## src/rtl/serdes_cfg_pkg.sv

```systemverilog
// constants for the serial receiver pll, test and watchdog register bank
package serdes_cfg_pkg;
    localparam logic [11:0] ADDR_PLL_MULT = 12'h109;
    localparam logic [11:0] ADDR_LANE_RATE = 12'h10a;
    localparam logic [11:0] ADDR_VCO_BAND = 12'h10b;
    localparam logic [11:0] ADDR_MAN_SYNC = 12'h120;
    localparam logic [11:0] ADDR_PRBS = 12'h121;
    localparam logic [11:0] ADDR_WDOG = 12'h124;
    localparam logic [11:0] ADDR_STATUS = 12'h107;
    localparam logic [7:0] RST_PLL_MULT = 8'h14;
    localparam logic [7:0] RST_LANE_RATE = 8'h00;
    localparam logic [7:0] RST_VCO_BAND = 8'h00;
    localparam logic [7:0] RST_MAN_SYNC = 8'h01;
    localparam logic [7:0] RST_PRBS = 8'h00;
    localparam logic [7:0] RST_WDOG = 8'h00;
    localparam logic [7:0] MULT_X4 = 8'h10;
    localparam logic [7:0] MULT_X5 = 8'h14;
    localparam logic [7:0] MULT_X8P25 = 8'h21;
    localparam logic [7:0] MULT_X10 = 8'h28;
    localparam int PRBS_MAX_CODE = 4;
    localparam int WD_PLL_BIT = 7;
    localparam int WD_DEC_LSB = 4;
    localparam int WD_THR_LSB = 0;
    localparam int STAT_LINK_UP_BIT = 6;
    localparam int STAT_SYNC_BIT = 5;
    localparam int WD_THR_EXP_1 = 17;
    localparam int WD_THR_EXP_2 = 19;
    localparam int WD_THR_EXP_3 = 32;
    localparam int WD_THR_EXP_4 = 23;
    localparam int WD_STEP_0 = 1;
    localparam int WD_STEP_1 = 2;
    localparam int WD_STEP_2 = 8;
    localparam int WD_STEP_3 = 16;
    localparam int WD_CNT_W = 33;
    localparam int PHY_RST_CYCLES = 4;
endpackage : serdes_cfg_pkg

```

## src/rtl/serdes_pll_test_watchdog_ctrl.sv

```systemverilog
// serial receiver pll, prbs test and link watchdog register bank
//
// What this block does
// - The pll multiplier register takes codes 10h,14h,21h,28h for x4,x5,x8.25,x10, reset 14h.
// - A two-bit lane rate field selects pll-to-lane multiplier 4,2,1,0.5 for codes 0..3.
// - Writing 0 to the manual sync bit forces the active-low sync output while I_ENCODING_SELECT is low; it resets to 1.
// - A five-bit test code selects normal (0) or prbs7/9/15/31 (1..4); 5..31 reserved.
// - Watchdog expiry resets the receiver, and the pll too when bit 7 is set.
// - While the link is up without crc fault the counter drops by 1, 2, 8 or 16.
// - Reaching the threshold resets phy and watchdog; code 0 disables, 1..4 pick 2^17, 2^19, 2^32, 2^23.
// - Link up means elastic buffer released, shown in a read-only status flag.
`timescale 1ns/1ps
module serdes_pll_test_watchdog_ctrl
    import serdes_cfg_pkg::*;
#(
    parameter int ADDR_W = 12,
    // lowers every threshold exponent by this much; 0 keeps the full thresholds
    parameter int WD_THR_REDUCE = 0
)
(
    // clock and reset
    input wire logic I_CLK_SYS,
    input wire logic I_RST,
    // serial control port, already in this clock domain
    input wire logic I_REG_WR,
    input wire logic I_REG_RD,
    input wire logic [ADDR_W-1:0] I_REG_ADDR,
    input wire logic [7:0] I_REG_WDATA,
    output logic [7:0] O_REG_RDATA,
    // link controls and status from the receiver
    input wire logic I_LINK_ENABLE,
    input wire logic I_ENCODING_SELECT,
    input wire logic I_ELASTIC_RELEASED,
    input wire logic I_CRC_FAULT,
    input wire logic I_LINK_SYNC_N,
    // applied configuration
    output logic [7:0] O_PLL_MULTIPLIER_CODE,
    output logic [1:0] O_LANE_RATE_CODE,
    output logic O_VCO_LOW_BAND,
    output logic [2:0] O_PRBS_PATTERN_CODE,
    output logic O_PRBS_ENABLE,
    output logic O_CFG_INVALID,
    // sync and resets toward the phy
    output logic O_SYNC_N,
    output logic O_RX_RESET,
    output logic O_PLL_RESET
);
    import serdes_cfg_pkg::*;

    // offsets need 12 address bits, and the smallest threshold must stay above one count
    if (ADDR_W < 12)
    begin : g_addr_w_check
        $error("ADDR_W too small for register offsets");
    end
    if (WD_THR_REDUCE < 0 || WD_THR_REDUCE >= WD_THR_EXP_1)
    begin : g_thr_reduce_check
        $error("WD_THR_REDUCE out of range");
    end

    typedef struct packed {
        logic [7:0] pll_mult;
        logic [1:0] lane_rate;
        logic vco_low_band;
        logic manual_sync_bit;
        logic [4:0] prbs_code;
        logic [7:0] watchdog_config;
        logic [7:0] ap_mult;
        logic [1:0] ap_rate;
        logic ap_vco;
        logic [4:0] ap_prbs;
        logic en_q;
        logic [WD_CNT_W-1:0] wd_cnt;
        logic [2:0] rst_cnt;
        logic rst_pll;
        logic link_up;
        logic [7:0] rdata;
        logic [1:0] link_up_sync;
        logic [1:0] crc_sync;
        logic [1:0] sync_n_sync;
    } state_t;

    state_t st;
    state_t next_st;

    // threshold code to count; 2^32 kept as printed
    function automatic logic [WD_CNT_W-1:0] wd_threshold(input logic [2:0] code);
        unique case (code)
            3'h1: wd_threshold = WD_CNT_W'(1) << (WD_THR_EXP_1 - WD_THR_REDUCE);
            3'h2: wd_threshold = WD_CNT_W'(1) << (WD_THR_EXP_2 - WD_THR_REDUCE);
            3'h3: wd_threshold = WD_CNT_W'(1) << (WD_THR_EXP_3 - WD_THR_REDUCE);
            3'h4: wd_threshold = WD_CNT_W'(1) << (WD_THR_EXP_4 - WD_THR_REDUCE);
            default: wd_threshold = '0;
        endcase
    endfunction : wd_threshold

    function automatic logic [WD_CNT_W-1:0] wd_decrement(input logic [1:0] code);
        unique case (code)
            2'h0: wd_decrement = WD_CNT_W'(WD_STEP_0);
            2'h1: wd_decrement = WD_CNT_W'(WD_STEP_1);
            2'h2: wd_decrement = WD_CNT_W'(WD_STEP_2);
            default: wd_decrement = WD_CNT_W'(WD_STEP_3);
        endcase
    endfunction : wd_decrement

    function automatic logic mult_legal(input logic [7:0] code);
        mult_legal = (code == MULT_X4) || (code == MULT_X5) ||
                     (code == MULT_X8P25) || (code == MULT_X10);
    endfunction : mult_legal

    // buffer release, crc fault and link sync inputs pass two flip-flops kept in the state struct; only stage 1 is read
    logic [1:0] sync_link_up;
    logic [1:0] sync_crc;
    logic [1:0] sync_sync_n;
    assign sync_link_up = st.link_up_sync;
    assign sync_crc = st.crc_sync;
    assign sync_sync_n = st.sync_n_sync;

    logic [2:0] thr_code;
    logic [1:0] dec_code;
    logic [WD_CNT_W-1:0] thr;
    logic [WD_CNT_W-1:0] dec;
    assign thr_code = st.watchdog_config[WD_THR_LSB +: 3];
    assign dec_code = st.watchdog_config[WD_DEC_LSB +: 2];
    assign thr = wd_threshold(thr_code);
    assign dec = wd_decrement(dec_code);

    always_comb
    begin
        next_st = st;
        next_st.en_q = I_LINK_ENABLE;
        next_st.link_up_sync = {st.link_up_sync[0], I_ELASTIC_RELEASED};
        next_st.crc_sync = {st.crc_sync[0], I_CRC_FAULT};
        next_st.sync_n_sync = {st.sync_n_sync[0], I_LINK_SYNC_N};
        next_st.link_up = sync_link_up[1];
        if (I_REG_WR)
        begin
            unique case (I_REG_ADDR[11:0])
                ADDR_PLL_MULT: next_st.pll_mult = I_REG_WDATA;
                ADDR_LANE_RATE: next_st.lane_rate = I_REG_WDATA[1:0];
                ADDR_VCO_BAND: next_st.vco_low_band = I_REG_WDATA[0];
                ADDR_MAN_SYNC: next_st.manual_sync_bit = I_REG_WDATA[0];
                ADDR_PRBS: next_st.prbs_code = I_REG_WDATA[4:0];
                ADDR_WDOG: next_st.watchdog_config = I_REG_WDATA;
                default: ;
            endcase
        end
        // apply settings while disabled and at the rising link enable
        if (!I_LINK_ENABLE || !st.en_q)
        begin
            next_st.ap_mult = next_st.pll_mult;
            next_st.ap_rate = next_st.lane_rate;
            next_st.ap_vco = next_st.vco_low_band;
            next_st.ap_prbs = next_st.prbs_code;
        end
        next_st.rdata = 8'h00;
        if (I_REG_RD)
        begin
            unique case (I_REG_ADDR[11:0])
                ADDR_PLL_MULT: next_st.rdata = st.pll_mult;
                ADDR_LANE_RATE: next_st.rdata = {6'h00, st.lane_rate};
                ADDR_VCO_BAND: next_st.rdata = {7'h00, st.vco_low_band};
                ADDR_MAN_SYNC: next_st.rdata = {7'h00, st.manual_sync_bit};
                ADDR_PRBS: next_st.rdata = {3'h0, st.prbs_code};
                ADDR_WDOG: next_st.rdata = st.watchdog_config;
                ADDR_STATUS:
                begin
                    next_st.rdata[STAT_LINK_UP_BIT] = st.link_up;
                    next_st.rdata[STAT_SYNC_BIT] = O_SYNC_N;
                end
                default: next_st.rdata = 8'h00;
            endcase
        end
        // watchdog; only runs with the link enabled and a legal threshold
        if (st.rst_cnt != '0)
            next_st.rst_cnt = st.rst_cnt - 3'h1;
        if (!I_LINK_ENABLE || thr == '0)
            next_st.wd_cnt = '0;
        else if (st.link_up && !sync_crc[1])
            next_st.wd_cnt = (st.wd_cnt > dec) ? st.wd_cnt - dec : '0;
        else if (st.wd_cnt + WD_CNT_W'(1) >= thr)
        begin
            next_st.wd_cnt = '0;
            next_st.rst_cnt = 3'(PHY_RST_CYCLES);
            next_st.rst_pll = st.watchdog_config[WD_PLL_BIT];
        end
        else
            next_st.wd_cnt = st.wd_cnt + WD_CNT_W'(1);
    end

    always_ff @(posedge I_CLK_SYS)
    begin
        if (I_RST)
        begin
            st <= '0;
            st.pll_mult <= RST_PLL_MULT;
            st.ap_mult <= RST_PLL_MULT;
            st.lane_rate <= RST_LANE_RATE[1:0];
            st.vco_low_band <= RST_VCO_BAND[0];
            st.manual_sync_bit <= RST_MAN_SYNC[0];
            st.prbs_code <= RST_PRBS[4:0];
            st.watchdog_config <= RST_WDOG;
            // sync chain idles deasserted so no false request follows reset
            st.sync_n_sync <= '1;
        end
        else
            st <= next_st;
    end

    assign O_REG_RDATA = st.rdata;
    assign O_PLL_MULTIPLIER_CODE = st.ap_mult;
    assign O_LANE_RATE_CODE = st.ap_rate;
    assign O_VCO_LOW_BAND = st.ap_vco;
    // reserved prbs codes fall back to normal reception
    assign O_PRBS_ENABLE = (st.ap_prbs != 5'h00) && (st.ap_prbs <= 5'(PRBS_MAX_CODE));
    assign O_PRBS_PATTERN_CODE = O_PRBS_ENABLE ? st.ap_prbs[2:0] : 3'h0;
    assign O_CFG_INVALID = !mult_legal(st.ap_mult);
    // a 64b/66b link ignores the manual bit: combination is undefined anyway
    assign O_SYNC_N = sync_sync_n[1] & (st.manual_sync_bit | I_ENCODING_SELECT);
    assign O_RX_RESET = (st.rst_cnt != '0);
    assign O_PLL_RESET = O_RX_RESET && st.rst_pll;
endmodule : serdes_pll_test_watchdog_ctrl
```

## config.mk

```make
export PLATFORM = sky130hd
export DESIGN_NAME = serdes_pll_test_watchdog_ctrl
export DESIGN_NICKNAME = d
export VERILOG_FILES = /design/src/rtl/serdes_cfg_pkg.sv /design/src/rtl/serdes_pll_test_watchdog_ctrl.sv
export SDC_FILE = /design/constraint.sdc
export NUM_CORES = 1
export LEC_CHECK = 0
export BUFFER_PORTS_ARGS = -buffer_cell sky130_fd_sc_hd__buf_2
export CAP_MARGIN = 30
export CORE_MARGIN = 3
export CORE_UTILIZATION = 24
export CTS_CLUSTER_SIZE = 24
export DETAILED_ROUTE_END_ITERATION = 8
export GPL_ROUTABILITY_DRIVEN = 0
export HOLD_SLACK_MARGIN = 0.02
export PLACE_DENSITY = 0.38
export SLEW_MARGIN = 20
export SYNTH_ARGS = -nofsm -noshare
export SYNTH_HDL_FRONTEND = slang
export SYNTH_SLANG_ARGS = --single-unit
```

## constraint.sdc

```tcl
create_clock -name I_CLK_SYS -period 8.55 [get_ports I_CLK_SYS]
set_input_delay 0.855 -clock I_CLK_SYS [delete_from_list [all_inputs] [get_ports I_CLK_SYS]]
set_output_delay 0.855 -clock I_CLK_SYS [all_outputs]
set_load 0.05 [all_outputs]
```

==> After elaboration in Yosys (flattened, before gate mapping) <==
Cells that the tools add are included.
Widths: inputs -> output; s select.
{ "totals": {"output_inout_bits": 27, "register_bits": 94, "elab_cells": 88, "inputBits": 29} }
{ "classes": {"add_sub_neg": 3, "n_reduce_logical": 21, "n_bitwise": 5, "muxes": 20, "eq_ne": 17, "order_cmp": 3} }
{ "op_table": {"columns": ["cell", "n"], "rows": [
  ["$pmux 33 s4", 1],
  ["$mux 33", 3],
  ["$eq 12x9->1 const B", 7],
  ["$add 33x1->33 const B", 1],
  ["$ge 33x33->1", 1],
  ["$gt 33x33->1", 1],
  ["$logic_not 33->1", 1],
  ["$sub 33x33->33", 1],
  ["$pmux 5 s6", 1],
  ["$mux 25", 1],
  ["$eq 8x5->1 const B", 2],
  ["$eq 8x6->1 const B", 2],
  ["$mux 8", 2],
  ["$pmux 5 s3", 1],
  ["$mux 4", 3],
  ["$eq 3x2->1 const B", 2],
  ["$mux 3", 2],
  ["$pmux 2 s3", 1],
  ["$le 5x3->1 const B", 1],
  ["$logic_or 1x1->1", 5],
  ["$mux 5", 1],
  ["$reduce_bool 5->1", 1],
  ["$logic_not 1->1", 4],
  ["$reduce_and 2->1", 2],
  ["other kinds (16)", 22]
]} }

==> Longest topological paths before layout <==
Gate-level depths: netlist of run 1.
{ "depth": {"ltp_word": 6, "depth_mapped": 17} }

==> Worst setup path before layout of run 1 <==
Ideal clock, no wire load.
{ "synth_path": {"path_type": "reg-to-reg", "startpoint": "reg st[20] (netlist name)", "endpoint": "reg st[48] (netlist name)", "stages_incl_launch_ff": 16, "arrival_time_ns": 3.918, "setup_time_ns": 0.117, "path_slack_ns": 4.516, "path_buffers": 1, "path_cell_list": "dfxtp_1 nand3_2 or4_4 nor3_1 nand4_1 xnor2_1 ha_1 and2_1 nand4_1 nor3_1 nand4_1 o31ai_1 nor4_4 buf_4 a22o_1 o22a_1"} }
{ "synth_between": {"elab_chain_cells": 4, "elab_cells_between_ends": 7, "cone_classes": "add/sub (2); order compare (2); mux (3)"} }
{ "synth_rtl": {"columns": ["item", "line", "source"], "rows": [
  ["from (decl)", "serdes_pll_test_watchdog_ctrl.sv:82", "state_t st;"],
  ["from (signal assigned)", "serdes_pll_test_watchdog_ctrl.sv:206", "st <= next_st;"],
  ["$add 33x1->33", "serdes_pll_test_watchdog_ctrl.sv:180, serdes_pll_test_watchdog_ctrl.sv:187", null],
  ["$ge 33x33->1", "serdes_pll_test_watchdog_ctrl.sv:180", "else if (st.wd_cnt + WD_CNT_W'(1) >= thr)"],
  ["$mux 33", "serdes_pll_test_watchdog_ctrl.sv:180", null],
  ["$mux 33 *", "serdes_pll_test_watchdog_ctrl.sv:178", "else if (st.link_up && !sync_crc[1])"]
]} }
Every way passes the cells marked *; elsewhere a longest branch is shown, timed or not.
A chain may end at the register's enable or synchronous reset.

==> Final worst setup path of run 1 <==
{ "layout_path": {"startpoint": "reg st[21] (netlist name)", "endpoint": "reg st[35] (netlist name)"} }
Same word-level chain as after synthesis.

==> qor.yml, run 1 <==
run_status:
  status: "complete, no violations"
yosys:
  syn_avg_cell_area_sq_um: 7.79
  syn_area_sq_mm: 0.00566
  synthCells: 726
  synth-edff-count: 0
  ys.flop_type: "dfxtp_1"
  synth-xor-area-share_pct: 3.72
  postSynthNetCount: 768
  synth_top_family_by_area: "simple AND/OR/NAND/NOR gates"
  synthAdderAreaFrac_pct: 3.01
  yosys_warnings: 0
  async_reset_ff_share_pct: 0
  synth_top_cell_by_area: "dfxtp_1"
  synth_compound_area_share_pct: 17.8
  muxShareOfSynthArea_pct: 4.29
  synth.area.top_cells: "dfxtp_1 33%, nor2_1 7.2%, a21oi_1 3.9%"
  synthSimpleGateAreaFrac_pct: 31.3
  synth_top_area_share_pct: 33.3
  synth-seq-cells: 94
  yosysSeqAreaShare_pct: 33.3
  synth_cell_types: 66
drt:
  postRouteAntennaNets: 0
  wl_per_cell_um: 16.7
  avgViaCountPerCell: 5.07
  wirelength_um: 17500
  vias: 5334
  first_pass_iters: 6
  drc: 0
  dr.first_iter.drc_count: 402
cts:
  cts_max_path_buffers: 2
  hold_buffers: 0
  clkSlewWorstSetupHoldPaths_ns: 0.07
  cts-root-buf: "clkbuf_16"
  h-tree-depth: 3
  cts_tree: "yes"
  numCtsBuffers: 9
  post-cts-setup-buffer-count: 0
  insertion_delay_ns: 0.37
  cts_resized: 0
  cts_sinks: 94
min_path:
  hold_end: "sync_sync_n[1]"
  min_delay_path_depth: 1
  min_path_type: "flop to flop"
  hold_path_startpoint: "sync_sync_n[0]"
sta:
  hold_viol: 0
  rsz0062_at_grt: "false"
  max_freq_ghz: 0.203
  max_slew_margin_pct: 42.7
  layout_min_cycle_time_ns: 4.93
  finalCritPeriodShare_pct: 57.7
  slew_violations: 0
  finClkSkew_ns: 0.0165
  finalSetupViolCount: 0
  finalSetupTns_ns: 0
  tightest_slew_ns: 0.854
run:
  timing.max_cap.violations: 0
cells_and_area:
  nNetsFinal: 777
  area_growth_pct: 12.5
  final_area_sq_mm: 0.00636
  n_antenna_cell: 0
  layout-drive-gt1-share_pct: 14.2
power:
  power_density_mw_per_mm2: 151
  pwr-share-seq_pct: 47.0
  leakage_uw: 0.00239
  switching_power_uw: 276
  p_int_uw: 685
  pwr-share-clk_pct: 44.1
  ir_drop_mv: 0.0792
  power_frac_comb_pct: 8.9
  swShare_pct: 28.7
die:
  io_pins: 56
  core_area_sq_mm: 0.0229
  die_h_um: 160
  die_width_um: 160
  initial_core_util_pct: 24.7
  die_area_sq_mm: 0.0254
  num_rows: 55
setup_path:
  r2r_start: "st[21]"
  r2r_end: "st[35]"
  rrSetupSlack_ns: 3.62
  critPathMaxFanout: 40
  endpoint_kind: "flop"
  worstSetupPathType: "flop to flop"
  r2r_cells: 15
  cp-start-kind: "flop"
  cp_data_arrival_time_ns: 5.18
  worstPathRequired_ns: 8.80
placed_design:
  dpl.hpwl_um: 13000
  postPlaceCellArea_sq_mm: 0.00606
  portBuffers: 55
grt:
  grt_pass1_wl_um: 28100
  grt_remaining_overflow: 0
  grt_max_degree: 56
  grt_usage_pct: 13.7
  grt_pass1_vias: 5072
  antenna_found_initial: 1
[how the worst max path moves through the flow]
stage / start / to / cells after the start
2_1_floorplan: st[20] / st[48] / 15
3_3_place_gp: st[21] / st[48] / 15
3_5_place_dp: st[21] / st[29] / 15
4_1_cts: st[21] / st[48] / 15
5_1_grt: st[21] / st[29] / 15
6_report: st[21] / st[35] / 15
[layer usage]
metal	vias up	global-route usage, %	wire [um]
met1	2536	19.1	8480
met3	16	2.19	868
li1	2637	-	-
met4	2	4.78	257
met5	-	0	8
met2	143	21.4	7930
[placed cells by master (no fill, tap or decap), drive strengths merged, types with 3 or more instances in the layout]
master  instances
or3             8
xnor2          17
a21oi          44
a211oi         19
and3            9
a222oi          7
or2            10
clkbuf         10
ha             12
o21ai          20
o31ai           4
nor3           30
xor2            7
nand2          55
or4             8
dfxtp          94
nand4          20
o21a            5
nand2b          9
or3b            3
a22oi          15
a31oi           9
and4            3
buf            63
nor3b           3
nor2          108
nand3          35
and2            7
mux2i          22
a221oi          6
inv            14
nor2b          14
nor4           16
[sequential cells by signal, indices dropped and copies added (netlist names)]
name                   count
sync_link_up               2
sync_crc                   2
dec_code                   2
O_REG_RDATA                8
sync_sync_n                2
O_VCO_LOW_BAND             1
st                        67
O_LANE_RATE_CODE           2
O_PLL_MULTIPLIER_CODE      8
[power by group through the flow]
stage | logic [uW] | clock network (uW) | registers [uW]
floorplan | 64.2 | 0 | 461
global placement | 83.8 | 0 | 462
detailed placement | 87.5 | 0 | 462
CTS | 87.6 | 440 | 452
global route | 95.6 | 456 | 453
finish | 85.5 | 424 | 452
[kinds of logic after synthesis]
kind of cell / Yosys count
AND/OR/NAND/NOR: 345
AO/OA/AOI/OAI: 150
flip-flops: 94
buffers and inverters: 76
XOR/XNOR: 24
multiplexers: 24
adder cells (fa/ha/maj): 13
[worst max-delay path, cell delays in order, from the launching register on]
cell,delay (ns)
dfxtp_1,0.60
nand3_2,0.30
or4_4,0.62
nor3_1,0.46
nand4_1,0.18
xnor2_1,0.19
ha_1,0.30
and2_1,0.16
nand4_1,0.13
nor3_1,0.22
nand4_1,0.13
o31ai_1,0.72
nor4_4,0.10
buf_4,0.30
a221oi_1,0.35
nor2_1,0.06
[area by class of cell]
type | count | area (sq um)
fill | 2492 | 16600
multi-input combinational | 556 | 3400
sequential | 94 | 1880
tap | 313 | 392
timing repair buffer | 64 | 348
clock buffer | 9 | 225
clock inverter | 7 | 75.1
inverter | 10 | 37.5
[stage by stage]
stage / utilization (%) / instances / total power, uW / hold slack (ns) / worst slack [ns]
finish: 27.8 / 1053 / 961 / 0.423 / 3.62
global placement: 26.4 / 1035 / 545 / 0.399 / 3.79
floorplan: - / 726 / 525 / 0.389 / 4.52
detailed placement: 26.4 / 1036 / 549 / 0.402 / 3.61
global route: 27.8 / 1053 / 1000 / 0.430 / 3.16
CTS: 27.7 / 1052 / 979 / 0.426 / 3.61
[Yosys cell counts, types with 5 or more instances]
| library cell | instances |
|---|---|
| dfxtp_1 | 94 |
| or4_1 | 7 |
| mux2i_1 | 22 |
| buf_2 | 9 |
| o21ai_0 | 19 |
| and2_1 | 7 |
| nand3_1 | 34 |
| nor2b_1 | 14 |
| nor2_1 | 108 |
| o21a_1 | 5 |
| or2_2 | 10 |
| and3_1 | 9 |
| a222oi_1 | 7 |
| a221oi_1 | 6 |
| a22oi_1 | 15 |
| clkbuf_1 | 34 |
| nand4_1 | 20 |
| xnor2_1 | 17 |
| ha_1 | 12 |
| nor3_1 | 28 |
| nor4_1 | 14 |
| buf_4 | 19 |
| or3_1 | 8 |
| a211oi_1 | 19 |
| a31oi_1 | 9 |
| nand2_1 | 53 |
| inv_1 | 10 |
| nand2b_1 | 9 |
| a21oi_1 | 44 |
| xor2_1 | 7 |
Power figures use the tool's default switching activity.
==> run 2: changes to the inputs <==
--- a/config.mk
+++ b/config.mk
@@ -13,7 +13,7 @@
 export DETAILED_ROUTE_END_ITERATION = 8
 export GPL_ROUTABILITY_DRIVEN = 0
 export HOLD_SLACK_MARGIN = 0.02
-export PLACE_DENSITY = 0.38
+export PLACE_DENSITY = 0.4
 export SLEW_MARGIN = 20
 export SYNTH_ARGS = -nofsm -noshare
 export SYNTH_HDL_FRONTEND = slang
==> constraint.sdc (replaced) <==
create_clock -name I_CLK_SYS -period 4.4 [get_ports I_CLK_SYS]
set_input_delay 0.44 -clock I_CLK_SYS [delete_from_list [all_inputs] [get_ports I_CLK_SYS]]
set_output_delay 0.44 -clock I_CLK_SYS [all_outputs]
set_load 0.05 [all_outputs]
==> qor.yml, run 2 (synthesis results as in run 1) <==
run_status:
  status: "complete, no violations"
die:
  die_area_sq_mm: 0.0254  # unchanged
  num_rows: 55  # unchanged
  die_width_um: 160  # unchanged
  core_area_sq_mm: 0.0229  # unchanged
  die_h_um: 160  # unchanged
  initial_core_util_pct: 24.7  # unchanged
  io_pins: 56  # unchanged
grt:
  grt_pass1_wl_um: 29800  # +6.2%
  grt_usage_pct: 14.5  # +0.81 points
  grt_pass1_vias: 5370  # +5.9%
  grt_max_degree: 55  # -1.8%
  antenna_found_initial: 1  # unchanged
  grt_remaining_overflow: 0  # unchanged
cts:
  insertion_delay_ns: 0.36  # about the same
  cts_tree: "yes"
  clkSlewWorstSetupHoldPaths_ns: 0.08  # about the same
  cts_sinks: 94  # unchanged
  cts_max_path_buffers: 2  # unchanged
  numCtsBuffers: 9  # unchanged
  cts-root-buf: "clkbuf_16"
  h-tree-depth: 3  # unchanged
drt:
  first_pass_iters: 5  # -1
  wl_per_cell_um: 16.7  # about the same
  avgViaCountPerCell: 4.93  # -2.7%
  drc: 0  # unchanged
  vias: 5543  # +3.9%
  dr.first_iter.drc_count: 407  # +1.2%
  postRouteAntennaNets: 0  # unchanged
  wirelength_um: 18700  # +6.9%
cells_and_area:
  top_register: "st"
  area_growth_pct: 22.5
  layout-drive-gt1-share_pct: 21.7  # +7.5 points
  nNetsFinal: 849  # +9.3%
  final_area_sq_mm: 0.00693  # +8.9%
  most-common-layout-cells: "108 x nor2_1, 94 x dfxtp_1, 79 x buf_4, 55 x buf_2, 53 x nand2_1"
  n_antenna_cell: 0  # unchanged
  final_common_cell: "nor2_1"
  largest_reg_flops: 67  # unchanged
placed_design:
  dpl.hpwl_um: 14000  # +8.4%
  portBuffers: 55  # unchanged
  postPlaceCellArea_sq_mm: 0.00660  # +8.9%
setup_path:
  cp_cell_sequence: "buf_4, nand4_1, nor4_1, buf_4, nand4_1, xnor2_1, ha_1, and2_1, nand4_1, nor3_1, nand4_1, o31ai_1, buf_4, nor4_4, buf_4, buf_12, a221oi_1, nor2_1"
  cp_data_arrival_time_ns: 4.28  # -0.90 ns
  worstSetupPathType: "flop to flop"
  path_buf_inv: 5  # +4
  critPathMaxFanout: 13  # -68%
  crit_family: "simple AND/OR/NAND/NOR gates"
  slowest_stage: "nor4_1"
  cp-start-kind: "flop"
  critPathMaxStageDelay_ns: 0.38  # -0.34 ns
  endpoint_kind: "flop"
  worstPathRequired_ns: 4.64  # -4.16 ns
sta:
  max_freq_ghz: 0.247  # +22%
  finalSetupTns_ns: 0  # unchanged
  hold_viol: 0  # unchanged
  layout_min_cycle_time_ns: 4.04  # -0.892 ns
  max_slew_margin_pct: 60.4  # +18 points
  tightest_slew_ns: 0.589  # -0.265 ns
  finalCritPeriodShare_pct: 91.8  # +34 points
  finalSetupViolCount: 0  # unchanged
  finClkSkew_ns: 0.0141  # -0.00241 ns
  slew_violations: 0  # unchanged
  rsz0062_at_grt: "false"
  whs_ns: 0.262  # -0.161 ns
power:
  power_density_mw_per_mm2: 269  # +78%
  ir_drop_mv: 0.145  # +83%
  leakage_uw: 0.00276  # +16%
  finalPower_uw: 1870  # +94%
run:
  timing.max_cap.violations: 0  # unchanged
min_path:
  min_path_type: "input pin to flop"
-- run 2: cell count changes in the layout (fill, tap and decap cells not counted) --
cell        before  now
buf_12           0    2
buf_4            7   79
buf_8            1    0
clkbuf_2         1    0
clkinv_4         1    0
clkinv_8         1    2
clkinvlp_4       1    0
inv_6            1    3
inv_8            3    2
nor2_1         107  108
nor2_2           1    0
-- run 2: cell type report --
cell class | count | area, sq um
multi-input cells | 556 | 3400
clock buffers | 9 | 225
clock inverters | 7 | 81.3
flip-flops and latches | 94 | 1880
repair buffers | 136 | 908
well taps | 313 | 392
inverters | 10 | 37.5
fillers | 2503 | 16000
-- run 2: power by group --
group          switching, uW  leakage (uW)  total [uW]  internal, uW
Sequential              7.99      0.000761         876           868
Combinational            107       0.00185         165          57.6
Clock                    416      0.000150         825           409
Total                    531       0.00276        1870          1330
-- run 2: timing repair --
| item | CTS | global route |
|---|---|---|
| resized for setup | 0 | 0 |
| setup buffers | 3 | 0 |
| endpoints found under the setup margin | 2 | 0 |
| hold buffers | 0 | 0 |
-- run 2: layer usage --
layer / up-vias / part of all wire, % / GRT usage [%]
met4: 2 / 0.83 / 2.79
met2: 105 / 45 / 22.7
met3: 12 / 4.2 / 2.81
met1: 2633 / 50 / 20.8
li1: 2791 / - / -
met5: - / 0.037 / 0
-- run 2: worst paths after layout --
check | start | end | slack, ns | cells after the start
worst max-delay path | st[28] | st[35] | 0.36 | 18
worst min-delay path | I_LINK_SYNC_N | sync_sync_n[0] | 0.26 | 2
worst max register to register | st[28] | st[35] | 0.36 | 18
worst min register to register | sync_sync_n[0] | sync_sync_n[1] | 0.41 | 1
-- run 2: worst register-to-register path, cell delays in order (launching register included) --
cell      delay [ns]
dfxtp_1         0.33
buf_4           0.18
nand4_1         0.20
nor4_1          0.38
buf_4           0.19
nand4_1         0.14
xnor2_1         0.20
ha_1            0.37
and2_1          0.20
nand4_1         0.14
nor3_1          0.22
nand4_1         0.19
o31ai_1         0.29
buf_4           0.18
nor4_4          0.05
buf_4           0.18
buf_12          0.14
a221oi_1        0.28
nor2_1          0.07
-- run 2: metrics by stage --
| stage | instances | setup WS, ns | utilization (%) |
|---|---|---|---|
| after CTS | 1125 | 0.318 | 30.2 |
| after floorplan | 726 | 0.366 | - |
| after global placement | 1106 | 0.0606 | 28.8 |
| after global routing | 1125 | 0.0552 | 30.2 |
| after detailed placement | 1106 | 0.0284 | 28.8 |
| final | 1125 | 0.359 | 30.2 |
